File: src/hw/rtc_params.svh
// register map, field positions, reset values and timing constants for the rtc core
`ifndef RTC_PARAMS_SVH
`define RTC_PARAMS_SVH
`define CLK_HZ 200000000
`define CLK_PERIOD_NS 5
`define XTAL_HZ 32768
`define XTAL_STEP (2 * `XTAL_HZ)
`define PHASE_W 28
`define PRE_W 15
`define PRE_MAX 15'h7fff
`define P4096_MASK 15'h0007
`define P64_MASK 15'h01ff
`define P1024_BIT 4
`define P32_BIT 9
`define P1_BIT 14
`define BUSY_NS 122000
`define ADJ_MAX_NS 244000
`define BUSY_TICKS ((64'd122000 * 64'd32768 + 64'd999999999) / 64'd1000000000)
`define TIRQ_FAST_NS 122000
`define TIRQ_SLOW_NS 7810000
`define TPULSE_W 21
`define ADDR_W 6
`define BANK_TIME 2'h0
`define BANK_ALARM 2'h1
`define BANK_TIMER 2'h2
`define R_SEC_T 4'h1
`define R_WDAY 4'h6
`define R_ALARM_LAST 4'h8
`define R_LINK 4'hb
`define R_DIV_LO 4'hc
`define R_DIV_HI 4'hd
`define R_TIME_LAST 4'hd
`define R_YEAR_K 4'he
`define R_COMMON 4'he
`define R_CTRL 4'hf
`define R_DT_LO 4'h0
`define R_DT_HI 4'h1
`define R_PRE_LO 4'h4
`define R_PRE_HI 4'h5
`define R_CNT_LO 4'h6
`define R_CNT_HI 4'h7
`define R_TSET 4'h8
`define FLAG_BIT 1
`define IE_BIT 0
`define FOS_BIT 3
`define MASK_BIT 3
`define ADJ_BIT 0
`define STOP_BIT 1
`define SEC_LAST 8'h59
`define HOUR_LAST 8'h23
`define MON_LAST 8'h12
`define YEAR_LAST 8'h99
`define WDAY_LAST 3'h6
`define BCD_ZERO 8'h00
`define BCD_ONE 8'h01
`define BCD_NINE 4'h9
`define HALF_MIN 8'h30
`define RST_DATE_U 4'h1
`define RST_FOS 1'b1
`endif

File: src/hw/rtc_pkg.sv
// shared types for the rtc core
`include "rtc_params.svh"
package rtc_pkg;
    typedef struct packed {
        logic read;
        logic write;
        logic [`ADDR_W-1:0] address;
        logic [31:0] writedata;
    } avs_req_t;
    typedef struct packed {
        logic [31:0] readdata;
        logic waitrequest;
    } avs_rsp_t;
    typedef struct packed {
        logic out;
        logic oe_n;
    } od_pin_t;
    typedef struct packed {
        logic [7:0] val;
        logic wrap;
    } bcd_step_t;
endpackage

File: src/hw/rtc_core.sv
// rtc core: bcd calendar, alarm, countdown timer, frequency output and avalon register slave
`include "rtc_params.svh"
module rtc_core #(
    parameter int TIRQ_FAST_CYC = `TIRQ_FAST_NS / `CLK_PERIOD_NS,
    parameter int TIRQ_SLOW_CYC = `TIRQ_SLOW_NS / `CLK_PERIOD_NS
) (
    input wire logic ref_clk,
    input wire logic rst_n,
    input wire rtc_pkg::avs_req_t avs_req,
    output rtc_pkg::avs_rsp_t avs_rsp,
    input wire logic osc_low_detect,
    input wire logic chip_select_high_pin,
    input wire logic freq_out_mode_pin,
    output rtc_pkg::od_pin_t irq_pin,
    output rtc_pkg::od_pin_t fout_pin,
    output logic sensor_run,
    output logic pace_adjust_run
);
    import rtc_pkg::*;

    // bcd increment with wrap to a first value
    function automatic bcd_step_t bcd_inc(input logic [7:0] v, input logic [7:0] last, input logic [7:0] first);
        bcd_step_t r;
        r.wrap = (v == last);
        r.val = r.wrap ? first : (v[3:0] == `BCD_NINE) ? {v[7:4] + 4'h1, 4'h0} : v + 8'h01;
        return r;
    endfunction

    // two-digit bcd year divisible by four; good for the whole 1901..2099 span
    function automatic logic is_leap(input logic [7:0] y);
        return y[4] ? (y[3:0] == 4'h2 || y[3:0] == 4'h6) : (y[3:0] == 4'h0 || y[3:0] == 4'h4 || y[3:0] == 4'h8);
    endfunction

    function automatic logic [7:0] month_last(input logic [7:0] m, input logic leap);
        if (m == 8'h02) begin
            return leap ? 8'h29 : 8'h28;
        end
        return (m == 8'h04 || m == 8'h06 || m == 8'h09 || m == 8'h11) ? 8'h30 : 8'h31;
    endfunction

    // divider length and high-phase length per divider code
    function automatic logic [9:0] div_shape(input logic [2:0] sel);
        case (sel)
            3'h0: return {5'd1, 5'd1};
            3'h1: return {5'd2, 5'd1};
            3'h2: return {5'd3, 5'd1};
            3'h3: return {5'd6, 5'd3};
            3'h4: return {5'd5, 5'd1};
            3'h5: return {5'd10, 5'd5};
            3'h6: return {5'd15, 5'd5};
            default: return {5'd30, 5'd15};
        endcase
    endfunction

    logic wait_q, stop_q, adj_q, test_q, temp_q, fos_q, af_q, aie_q, tf_q, tie_q;
    logic te_q, rep_q, fe_q, ck32_q, src_prev_q, chk_q, irq_oe_n_q, fout_q, fout_oe_n_q;
    logic sensor_q, pace_q;
    logic [1:0] bank_q, link_q, fsrc_q, tsrc_q;
    logic [2:0] divl_q;
    logic [3:0] rd, rdata_q;
    logic [4:0] fdiv_q;
    logic [7:0] dt_q, pre_q, cnt_q;
    logic [`PRE_W-1:0] presc_q;
    logic [`PHASE_W-1:0] phase_q;
    logic [`TPULSE_W-1:0] tpulse_q;
    logic [3:0] tm_q [0:14];
    logic [3:0] tm_d [0:14];
    logic [3:0] al_q [0:8];

    // bus decode; a write lands on the edge where waitrequest is seen low
    wire req = avs_req.read | avs_req.write;
    wire wr = avs_req.write & ~wait_q;
    wire [3:0] idx = avs_req.address[5:2];
    wire [3:0] wd = avs_req.writedata[3:0];
    wire wr_b0 = wr && bank_q == `BANK_TIME;
    wire wr_b1 = wr && bank_q == `BANK_ALARM;
    wire wr_b2 = wr && bank_q == `BANK_TIMER;
    wire wr_ctrl = wr && idx == `R_CTRL;
    wire wr_comm = wr && idx == `R_COMMON;
    wire wr_tset = wr_b2 && idx == `R_TSET;
    wire pre_wr = wr_b2 && (idx == `R_PRE_LO || idx == `R_PRE_HI);
    wire [7:0] pre_new = (idx == `R_PRE_LO) ? {pre_q[7:4], wd} : {wd, pre_q[3:0]};

    // crystal-rate phase accumulator: ck32_q is the 32.768 khz square wave
    wire [`PHASE_W:0] phase_sum = {1'b0, phase_q} + (`PHASE_W+1)'(`XTAL_STEP);
    wire half = phase_sum >= (`PHASE_W+1)'(`CLK_HZ);
    wire xtal_tick = half & ~ck32_q;
    wire run_tick = xtal_tick & ~stop_q;
    wire [`PRE_W-1:0] busy_n = `PRE_W'(`BUSY_TICKS);
    wire busy = presc_q > (`PRE_MAX - busy_n) || presc_q < busy_n;
    wire adj_fire = adj_q & xtal_tick;
    wire upd = (run_tick && presc_q == `PRE_MAX) || adj_fire;

    always_ff @(posedge ref_clk or negedge rst_n) begin
        if (!rst_n) begin
            phase_q <= '0;
            ck32_q <= 1'b0;
            presc_q <= '0;
        end else begin
            phase_q <= half ? `PHASE_W'(phase_sum - (`PHASE_W+1)'(`CLK_HZ)) : phase_sum[`PHASE_W-1:0];
            ck32_q <= ck32_q ^ half;
            presc_q <= adj_fire ? '0 : run_tick ? presc_q + 1'b1 : presc_q;
        end
    end

    // calendar chain; a bus write in the same cycle wins over the update
    bcd_step_t s, mi, h, d, mo, yl, yh;
    wire [7:0] sec_v = {1'b0, tm_q[1][2:0], tm_q[0]};
    wire [7:0] yl_v = {tm_q[12], tm_q[11]};
    always_comb begin
        for (int i = 0; i < 15; i++) begin
            tm_d[i] = tm_q[i];
        end
        s = bcd_inc(sec_v, `SEC_LAST, `BCD_ZERO);
        if (adj_fire) begin
            s.val = `BCD_ZERO;
            s.wrap = sec_v >= `HALF_MIN;
        end
        mi = bcd_inc({tm_q[3], tm_q[2]}, `SEC_LAST, `BCD_ZERO);
        h = bcd_inc({tm_q[5], tm_q[4]}, `HOUR_LAST, `BCD_ZERO);
        d = bcd_inc({tm_q[8], tm_q[7]}, month_last({tm_q[10], tm_q[9]}, is_leap(yl_v)), `BCD_ONE);
        mo = bcd_inc({tm_q[10], tm_q[9]}, `MON_LAST, `BCD_ONE);
        yl = bcd_inc(yl_v, `YEAR_LAST, `BCD_ZERO);
        yh = bcd_inc({tm_q[14], tm_q[13]}, `YEAR_LAST, `BCD_ZERO);
        if (upd) begin
            {tm_d[1], tm_d[0]} = s.val;
            if (s.wrap) begin
                {tm_d[3], tm_d[2]} = mi.val;
            end
            if (s.wrap && mi.wrap) begin
                {tm_d[5], tm_d[4]} = h.val;
            end
            if (s.wrap && mi.wrap && h.wrap) begin
                tm_d[`R_WDAY] = (tm_q[`R_WDAY][2:0] == `WDAY_LAST) ? 4'h0 : tm_q[`R_WDAY] + 4'h1;
                {tm_d[8], tm_d[7]} = d.val;
                if (d.wrap) begin
                    {tm_d[10], tm_d[9]} = mo.val;
                end
                if (d.wrap && mo.wrap) begin
                    {tm_d[12], tm_d[11]} = yl.val;
                end
                if (d.wrap && mo.wrap && yl.wrap) begin
                    {tm_d[14], tm_d[13]} = yh.val;
                end
            end
        end
        if (wr_b0 && idx <= `R_TIME_LAST) begin
            tm_d[idx] = wd;
        end else if (wr_b0 && idx == `R_YEAR_K) begin
            tm_d[`R_YEAR_K] = {2'b00, wd[1:0]};
        end
    end

    always_ff @(posedge ref_clk or negedge rst_n) begin
        if (!rst_n) begin
            for (int i = 0; i < 15; i++) begin
                tm_q[i] <= (i == 7 || i == 9) ? `RST_DATE_U : 4'h0;
            end
        end else begin
            for (int i = 0; i < 15; i++) begin
                tm_q[i] <= tm_d[i];
            end
        end
    end

    // alarm comparison runs the cycle after a seconds update that is not an adjust, on the new time
    wire m_sec = al_q[1][`MASK_BIT] || {al_q[1][2:0], al_q[0]} == sec_v[6:0];
    wire m_min = al_q[3][`MASK_BIT] || {al_q[3][2:0], al_q[2]} == {tm_q[3][2:0], tm_q[2]};
    wire m_hr = al_q[5][`MASK_BIT] || {al_q[5][1:0], al_q[4]} == {tm_q[5][1:0], tm_q[4]};
    wire m_wd = al_q[6][`MASK_BIT] || al_q[6][2:0] == tm_q[`R_WDAY][2:0];
    wire m_day = al_q[8][`MASK_BIT] || {al_q[8][1:0], al_q[7]} == {tm_q[8][1:0], tm_q[7]};
    wire alarm_hit = chk_q && m_sec && m_min && m_hr && m_wd && m_day;
    wire af_clr = wr_b1 && wr_comm && !wd[`FLAG_BIT];
    wire fos_clr = wr_b0 && idx == `R_SEC_T && !wd[`FOS_BIT];

    // timer source select and zero event
    wire [3:0] tsrc_ticks = {upd && s.wrap, upd, run_tick && (presc_q & `P64_MASK) == `P64_MASK,
                             run_tick && (presc_q & `P4096_MASK) == `P4096_MASK};
    wire tsrc_tick = tsrc_ticks[tsrc_q];
    wire tzero = te_q && tsrc_tick && cnt_q == 8'h01;
    wire tf_clr = wr_b2 && wr_comm && !wd[`FLAG_BIT];
    wire tirq_act = tie_q && (rep_q ? tpulse_q != '0 : tf_q);
    wire irq_act = (af_q && aie_q) || tirq_act;

    // flags: hardware set wins over a clearing write
    always_ff @(posedge ref_clk or negedge rst_n) begin
        if (!rst_n) begin
            fos_q <= `RST_FOS;
            af_q <= 1'b0;
            tf_q <= 1'b0;
            chk_q <= 1'b0;
            irq_oe_n_q <= 1'b1;
        end else begin
            fos_q <= osc_low_detect | (fos_q & ~fos_clr);
            af_q <= alarm_hit | (af_q & ~af_clr);
            tf_q <= tzero | (tf_q & ~tf_clr);
            chk_q <= upd && !adj_fire;
            irq_oe_n_q <= ~irq_act;
        end
    end

    // down counter, run bit and repeat-mode release timer
    always_ff @(posedge ref_clk or negedge rst_n) begin
        if (!rst_n) begin
            pre_q <= '0;
            cnt_q <= '0;
            te_q <= 1'b0;
            tpulse_q <= '0;
        end else begin
            if (pre_wr) begin
                pre_q <= pre_new;
                cnt_q <= pre_new;
            end else if (tzero) begin
                cnt_q <= rep_q ? pre_q : 8'h00;
            end else if (te_q && tsrc_tick && cnt_q != 8'h00) begin
                cnt_q <= cnt_q - 8'h01;
            end
            te_q <= wr_tset ? wd[3] : (te_q & ~(tzero & ~rep_q));
            if (tzero && rep_q) begin
                tpulse_q <= (tsrc_q == 2'h0) ? `TPULSE_W'(TIRQ_FAST_CYC) : `TPULSE_W'(TIRQ_SLOW_CYC);
            end else if (tpulse_q != '0) begin
                tpulse_q <= tpulse_q - 1'b1;
            end
        end
    end

    // software-owned settings and the adjust request, which clears itself when it fires
    always_ff @(posedge ref_clk or negedge rst_n) begin
        if (!rst_n) begin
            for (int i = 0; i < 9; i++) begin
                al_q[i] <= 4'h0;
            end
            {bank_q, stop_q, adj_q, test_q, temp_q, aie_q, tie_q} <= '0;
            {rep_q, tsrc_q, link_q, divl_q, fe_q, fsrc_q, dt_q} <= '0;
        end else begin
            if (wr_b1 && idx <= `R_ALARM_LAST) begin
                al_q[idx] <= wd;
            end
            if (wr_ctrl) begin
                {bank_q, stop_q} <= wd[3:1];
            end
            adj_q <= (wr_ctrl & wd[`ADJ_BIT]) | (adj_q & ~adj_fire);
            if (wr_comm && bank_q != 2'h3) begin
                {test_q, temp_q} <= wd[3:2];
            end
            if (wr_b1 && wr_comm) begin
                aie_q <= wd[`IE_BIT];
            end
            if (wr_b2 && wr_comm) begin
                tie_q <= wd[`IE_BIT];
            end
            if (wr_tset) begin
                {rep_q, tsrc_q} <= wd[2:0];
            end
            if (wr_b1 && idx == `R_LINK) begin
                link_q <= wd[3:2];
            end
            if (wr_b1 && idx == `R_DIV_LO) begin
                divl_q <= wd[2:0];
            end
            if (wr_b1 && idx == `R_DIV_HI) begin
                {fe_q, fsrc_q} <= {wd[3], wd[1:0]};
            end
            if (wr_b2 && idx == `R_DT_LO) begin
                dt_q[3:0] <= wd;
            end
            if (wr_b2 && idx == `R_DT_HI) begin
                dt_q[7:4] <= wd;
            end
        end
    end

    // frequency output: divider counts rising edges of the chosen source
    wire [3:0] fsrc_levels = {presc_q[`P1_BIT], presc_q[`P32_BIT], presc_q[`P1024_BIT], ck32_q};
    wire fsrc = fsrc_levels[fsrc_q];
    wire [9:0] shape = div_shape(divl_q);
    wire fdiv_last = fdiv_q >= shape[9:5] - 5'd1;
    wire fdiv_out = (shape[9:5] == 5'd1) ? fsrc : fdiv_q < shape[4:0];

    always_ff @(posedge ref_clk or negedge rst_n) begin
        if (!rst_n) begin
            src_prev_q <= 1'b0;
            fdiv_q <= '0;
            fout_q <= 1'b0;
            fout_oe_n_q <= 1'b1;
            sensor_q <= 1'b0;
            pace_q <= 1'b0;
        end else begin
            src_prev_q <= fsrc;
            if (fsrc && !src_prev_q) begin
                fdiv_q <= fdiv_last ? 5'd0 : fdiv_q + 5'd1;
            end
            fout_q <= freq_out_mode_pin ? fdiv_out : ck32_q;
            fout_oe_n_q <= freq_out_mode_pin & ~fe_q;
            sensor_q <= temp_q && (link_q[1] || chip_select_high_pin);
            pace_q <= dt_q[7] && (link_q[0] || chip_select_high_pin);
        end
    end

    // register read mux, unused slots read zero
    always_comb begin
        rd = 4'h0;
        if (idx == `R_CTRL) begin
            rd = {bank_q, stop_q, busy};
        end else if (bank_q == `BANK_TIME) begin
            rd = (idx == `R_SEC_T) ? {fos_q, tm_q[1][2:0]} : (idx == `R_YEAR_K) ? {test_q, temp_q, tm_q[14][1:0]} : tm_q[idx];
        end else if (bank_q == `BANK_ALARM) begin
            case (idx)
                `R_LINK: rd = {link_q, 2'b00};
                `R_DIV_LO: rd = {1'b0, divl_q};
                `R_DIV_HI: rd = {fe_q, 1'b0, fsrc_q};
                `R_COMMON: rd = {test_q, temp_q, af_q, aie_q};
                default: rd = (idx <= `R_ALARM_LAST) ? al_q[idx] : 4'h0;
            endcase
        end else if (bank_q == `BANK_TIMER) begin
            case (idx)
                `R_DT_LO: rd = dt_q[3:0];
                `R_DT_HI: rd = dt_q[7:4];
                `R_PRE_LO: rd = pre_q[3:0];
                `R_PRE_HI: rd = pre_q[7:4];
                `R_CNT_LO: rd = cnt_q[3:0];
                `R_CNT_HI: rd = cnt_q[7:4];
                `R_TSET: rd = {te_q, rep_q, tsrc_q};
                `R_COMMON: rd = {test_q, temp_q, tf_q, tie_q};
                default: rd = 4'h0;
            endcase
        end
    end

    // one wait cycle per access keeps the read mux off the critical path
    always_ff @(posedge ref_clk or negedge rst_n) begin
        if (!rst_n) begin
            wait_q <= 1'b1;
            rdata_q <= 4'h0;
        end else begin
            wait_q <= ~(req & wait_q);
            if (avs_req.read && wait_q) begin
                rdata_q <= rd;
            end
        end
    end

    assign avs_rsp = '{readdata: {28'h000_0000, rdata_q}, waitrequest: wait_q};
    assign irq_pin = '{out: 1'b0, oe_n: irq_oe_n_q};
    assign fout_pin = '{out: fout_q, oe_n: fout_oe_n_q};
    assign sensor_run = sensor_q;
    assign pace_adjust_run = pace_q;

    // helper: cycles the adjust request has stood; one crystal tick is far inside the bound
    logic [15:0] adj_age_q;
    always_ff @(posedge ref_clk or negedge rst_n) begin
        if (!rst_n) begin
            adj_age_q <= '0;
        end else begin
            adj_age_q <= adj_q ? adj_age_q + 16'h0001 : 16'h0000;
        end
    end
endmodule

File: config.mk
export PLATFORM = sky130hd
export DESIGN_NAME = rtc_core
export DESIGN_NICKNAME = d
export VERILOG_FILES = /design/src/hw/rtc_pkg.sv /design/src/hw/rtc_core.sv
export VERILOG_INCLUDE_DIRS = /design/src /design/src/hw
export SDC_FILE = /design/constraint.sdc
export NUM_CORES = 1
export LEC_CHECK = 0
export BUFFER_PORTS_ARGS = -buffer_cell sky130_fd_sc_hd__buf_2
export CAP_MARGIN = 20
export CORE_ASPECT_RATIO = 1.2
export CORE_MARGIN = 5
export CORE_UTILIZATION = 45
export CTS_CLUSTER_DIAMETER = 30
export CTS_CLUSTER_SIZE = 40
export DETAILED_ROUTE_END_ITERATION = 8
export GPL_ROUTABILITY_DRIVEN = 0
export PLACE_DENSITY = 0.73
export SYNTH_ARGS = -nofsm -noshare
export SYNTH_HDL_FRONTEND = slang
export SYNTH_SLANG_ARGS = --single-unit
File: constraint.sdc
create_clock -name ref_clk -period 7.18 [get_ports ref_clk]
set_input_delay 1.795 -clock ref_clk [delete_from_list [all_inputs] [get_ports ref_clk]]
set_output_delay 1.795 -clock ref_clk [all_outputs]
set_load 0.02 [all_outputs]
==> flow_metrics.py <==
metrics = {
    "logic_synthesis": {
        "synth_top_area_share_pct": 37.61,
        "ys_seq_elements": 216,
        "ys_seq_area_share_pct": 38.74,
        "async_reset_ff_share_pct": 100.0,
        "ys_top_cells_by_area": "dfrtp_1, nand2_1, o21ai_0",
        "synth-main-ff-cell": "dfrtp_1",
        "synth_area_leader_cell": "dfrtp_1",
        "syn_area_um2": 13970,
        "syn_inst": 1573,
        "synth.avg_cell_area_um2": 8.882,
        "synth.distinct_cells": 79,
        "synth_edf_count": 0,
        "ys_warn_count": 0,
    },
    "clock_network": {
        "cts_root_buffer": "clkbuf_16",
        "htree_levels": 2,
        "clkLatencyLatePin_ns": 0.56,
        "cts_buffer_depth": 3,
        "cts_resized": 0,
        "cts_buffers": 48,
        "cts.sinks": 216,
        "cts_tree": "yes",
        "cts_setup_buffers": 0,
        "path_clk_slew_ns": 0.05,
        "cts_hold_buffers": 0,
    },
    "cells_and_area": {
        "drive_above_1_share_pct": 11.90,
        "area_growth_pct": 12.76,
        "diodes": 0,
        "nets": 1659,
    },
    "drt": {
        "firstDrtPassIters": 6,
        "via_count": 12160,
        "wl_per_cell_um": 19.01,
        "drtAntennaViolNets": 0,
        "routed_wl_mm": 38.04,
        "remaining_drc_errors": 0,
        "drt_iter0_drc": 1218,
        "vias_per_cell": 6.077,
    },
    "sta": {
        "fin_crit_ns": 5.939,
        "finalSetupViolCount": 0,
        "rsz0062_at_grt": "no",
        "timing_hold_violations_final": 0,
        "slew_headroom_pct": 33.26,
        "tightest_slew_ns": 0.9935,
        "fin_skew_ns": 0.03026,
        "setup_slack_ns": 1.241,
        "slew_violations": 0,
        "tns_ns": 0,
        "hold_ws_ns": 0.4805,
        "finalCritPeriodShare_pct": 82.71,
        "fmax_mhz": 168.4,
    },
    "critical_path": {
        "end_kind": "register",
        "worstSetupPathType": "register to register",
        "cp_data_required_time_ns": 7.57,
        "critical_path.max_stage_delay_ns": 0.72,
        "path_cells": "ha_1, nand4_1, nor3_1, a211oi_1, nor4_1, a21oi_1, inv_1, ha_1, nand2b_1, or4_1, o21ba_1, o41a_1, nor2b_1, nor2_1, nand2_1, nand2_1",
        "crit_path_top_delay_cell": "or4_1",
        "path_max_fanout": 11,
        "path_buf_inv": 1,
        "crit_arrival_ns": 6.32,
        "start_kind": "register",
        "cp_top_family": "simple AND/OR/NAND/NOR gates",
    },
    "global_routing": {
        "grt_overflow": 0,
        "grt_pass1_vias": 11750,
        "grt_max_degree": 92,
        "grt_first_pass_wirelength_mm": 61.14,
        "antenna_found_initial": 1,
        "grt_usage_pct": 21.48,
    },
    "die": {
        "die_h_um": 203.0,
        "dieArea_um2": 34690,
        "start_util_pct": 45.71,
        "floorplan.die.width_um": 170.9,
        "core-area_um2": 30570,
        "num_io_pins": 84,
        "row_count": 70,
    },
    "power_and_ir_drop": {
        "power_mw": 4.341,
        "p_leak_nw": 6.637,
        "powerDensity_nw_per_um2": 275.5,
        "max-vdd-ir-drop_v": 0.0002210,
    },
    "min_path": {
        "min_path_type": "register to register",
    },
    "placed_design": {
        "io_buffers": 24,
        "preCtsSetupSlack_ns": 1.385,
        "detailed_place_hpwl_mm": 25.59,
    },
    "run_status": {
        "status": "completed",
    },
    "flow_run": {
        "cap_violations": 0,
    },
}
## layout by cell type (no fill, tap or decap), drive strengths merged, types with 11 or more instances in the layout
cell and n:
nand3 62, nand4 15, o21ai 129, nor2 122
mux4 21, conb 29, nand3b 12, nand2b 19
or3 14, dfrtp 210, a22oi 14, nand2 194
and3 19, inv 56, clkbuf 58, nor2b 18
nor4 14, a31oi 23, xor2 38, a21oi 95
clkinv 11, clkinvlp 11, ha 48, xnor2 54
a211oi 11, o22ai 12, mux2i 20, buf 29
mux2 36, and2 11, nor3 52
## through the flow
step	cells	cell area [µm²]	utilization (%)
6_report	2001	15760	51.54
5_1_grt	2001	15760	51.54
4_1_cts	2001	15760	51.54
3_5_place_dp	1912	14160	46.32
3_3_place_gp	1912	14160	46.32
2_1_floorplan	1601	14080	-
## worst paths after layout
check / startpoint / end / slack, ns / cells past startpoint
worst max-delay path: phase_q[16]$_DFF_PN0_ / tpulse_q[17]$_DFFE_PN0P_ / 1.24 / 16
worst min register to register: dt_q[0]$_DFFE_PN0P_ / dt_q[0]$_DFFE_PN0P_ / 0.48 / 2
worst min-delay path: dt_q[0]$_DFFE_PN0P_ / dt_q[0]$_DFFE_PN0P_ / 0.48 / 2
worst max register to register: phase_q[16]$_DFF_PN0_ / tpulse_q[17]$_DFFE_PN0P_ / 1.24 / 16
max in group asynchronous: rst_n / sec_v[1]$_DFF_PN0_ / 4.49 / 2
min in group asynchronous: rst_n / tm_q[21]$_DFF_PN0_ / 1.25 / 1
## Yosys cell counts, types with 18 or more instances
library cell  instances
buf_4                34
mux4_2               20
a21oi_1              94
and3_1               19
ha_1                 48
nor2_1              122
o21ai_0             128
xnor2_1              54
clkbuf_1             66
dfrtp_1             210
nand2_1             193
nand3_1              61
nand2b_1             19
nor3_1               51
a31oi_1              23
inv_1                50
mux2i_1              20
nor2b_1              18
xor2_1               38
mux2_2               36
## area by class of cell
type                            instances  area [µm²]
Clock buffer                           58        1269
Clock inverter                         31       327.8
Fill cell                            2744       14810
Inverter                               50       187.7
Multi-Input combinational cell       1221        7895
Sequential cell                       216        5413
Tap cell                              396       495.5
Timing Repair Buffer                   29       167.7
## kinds of logic (layout without fill, tap and decap cells)
group | Yosys count | after routing | share of synthesized area, %
buffers and inverters | 164 | 168 | 5.507
DFF | 216 | 216 | 38.74
adders and majority gates | 48 | 48 | 4.298
and+or+nand+nor | 590 | 590 | 20.56
muxes | 77 | 77 | 7.746
other | 1 | 29 | 0.02684
AOI/OAI and AO/OA | 385 | 385 | 17.35
xor gates and xnor gates | 92 | 92 | 5.767
## routing by layer
metal	global-route usage [%]	part of all wire, %	vias to the layer above
met5	0	0.018	-
met4	8.661	3.8	2
met3	4.129	6.9	128
met2	35.49	48	492
met1	27.73	41	5926
li1	-	-	5613
## report_power, final
group | total (mW) | internal [mW] | switching (mW)
Combinational | 0.640 | 0.287 | 0.353
Sequential | 1.57 | 1.35 | 0.228
Clock | 2.13 | 1.38 | 0.744
Total | 4.34 | 3.02 | 1.33
## state kept, by name (all words and copies together), names as in the netlist, 5 cells and up
register  count
tm_q         53
al_q         36
tpulse_q     21
phase_q      19
presc_q      15
cnt_q         8
dt_q          8
pre_q         8
sec_v         7
fdiv_q        5
## worst register-to-register path, delay by kind of cell, from the launching register on
family	cells	cell delay (ns)
AOI/OAI and AO/OA	4	1.38
adders and majority gates	2	0.73
buffers and inverters	1	0.37
DFF	1	0.48
and+or+nand+nor	9	2.83
(Power assumes the default switching activity.)
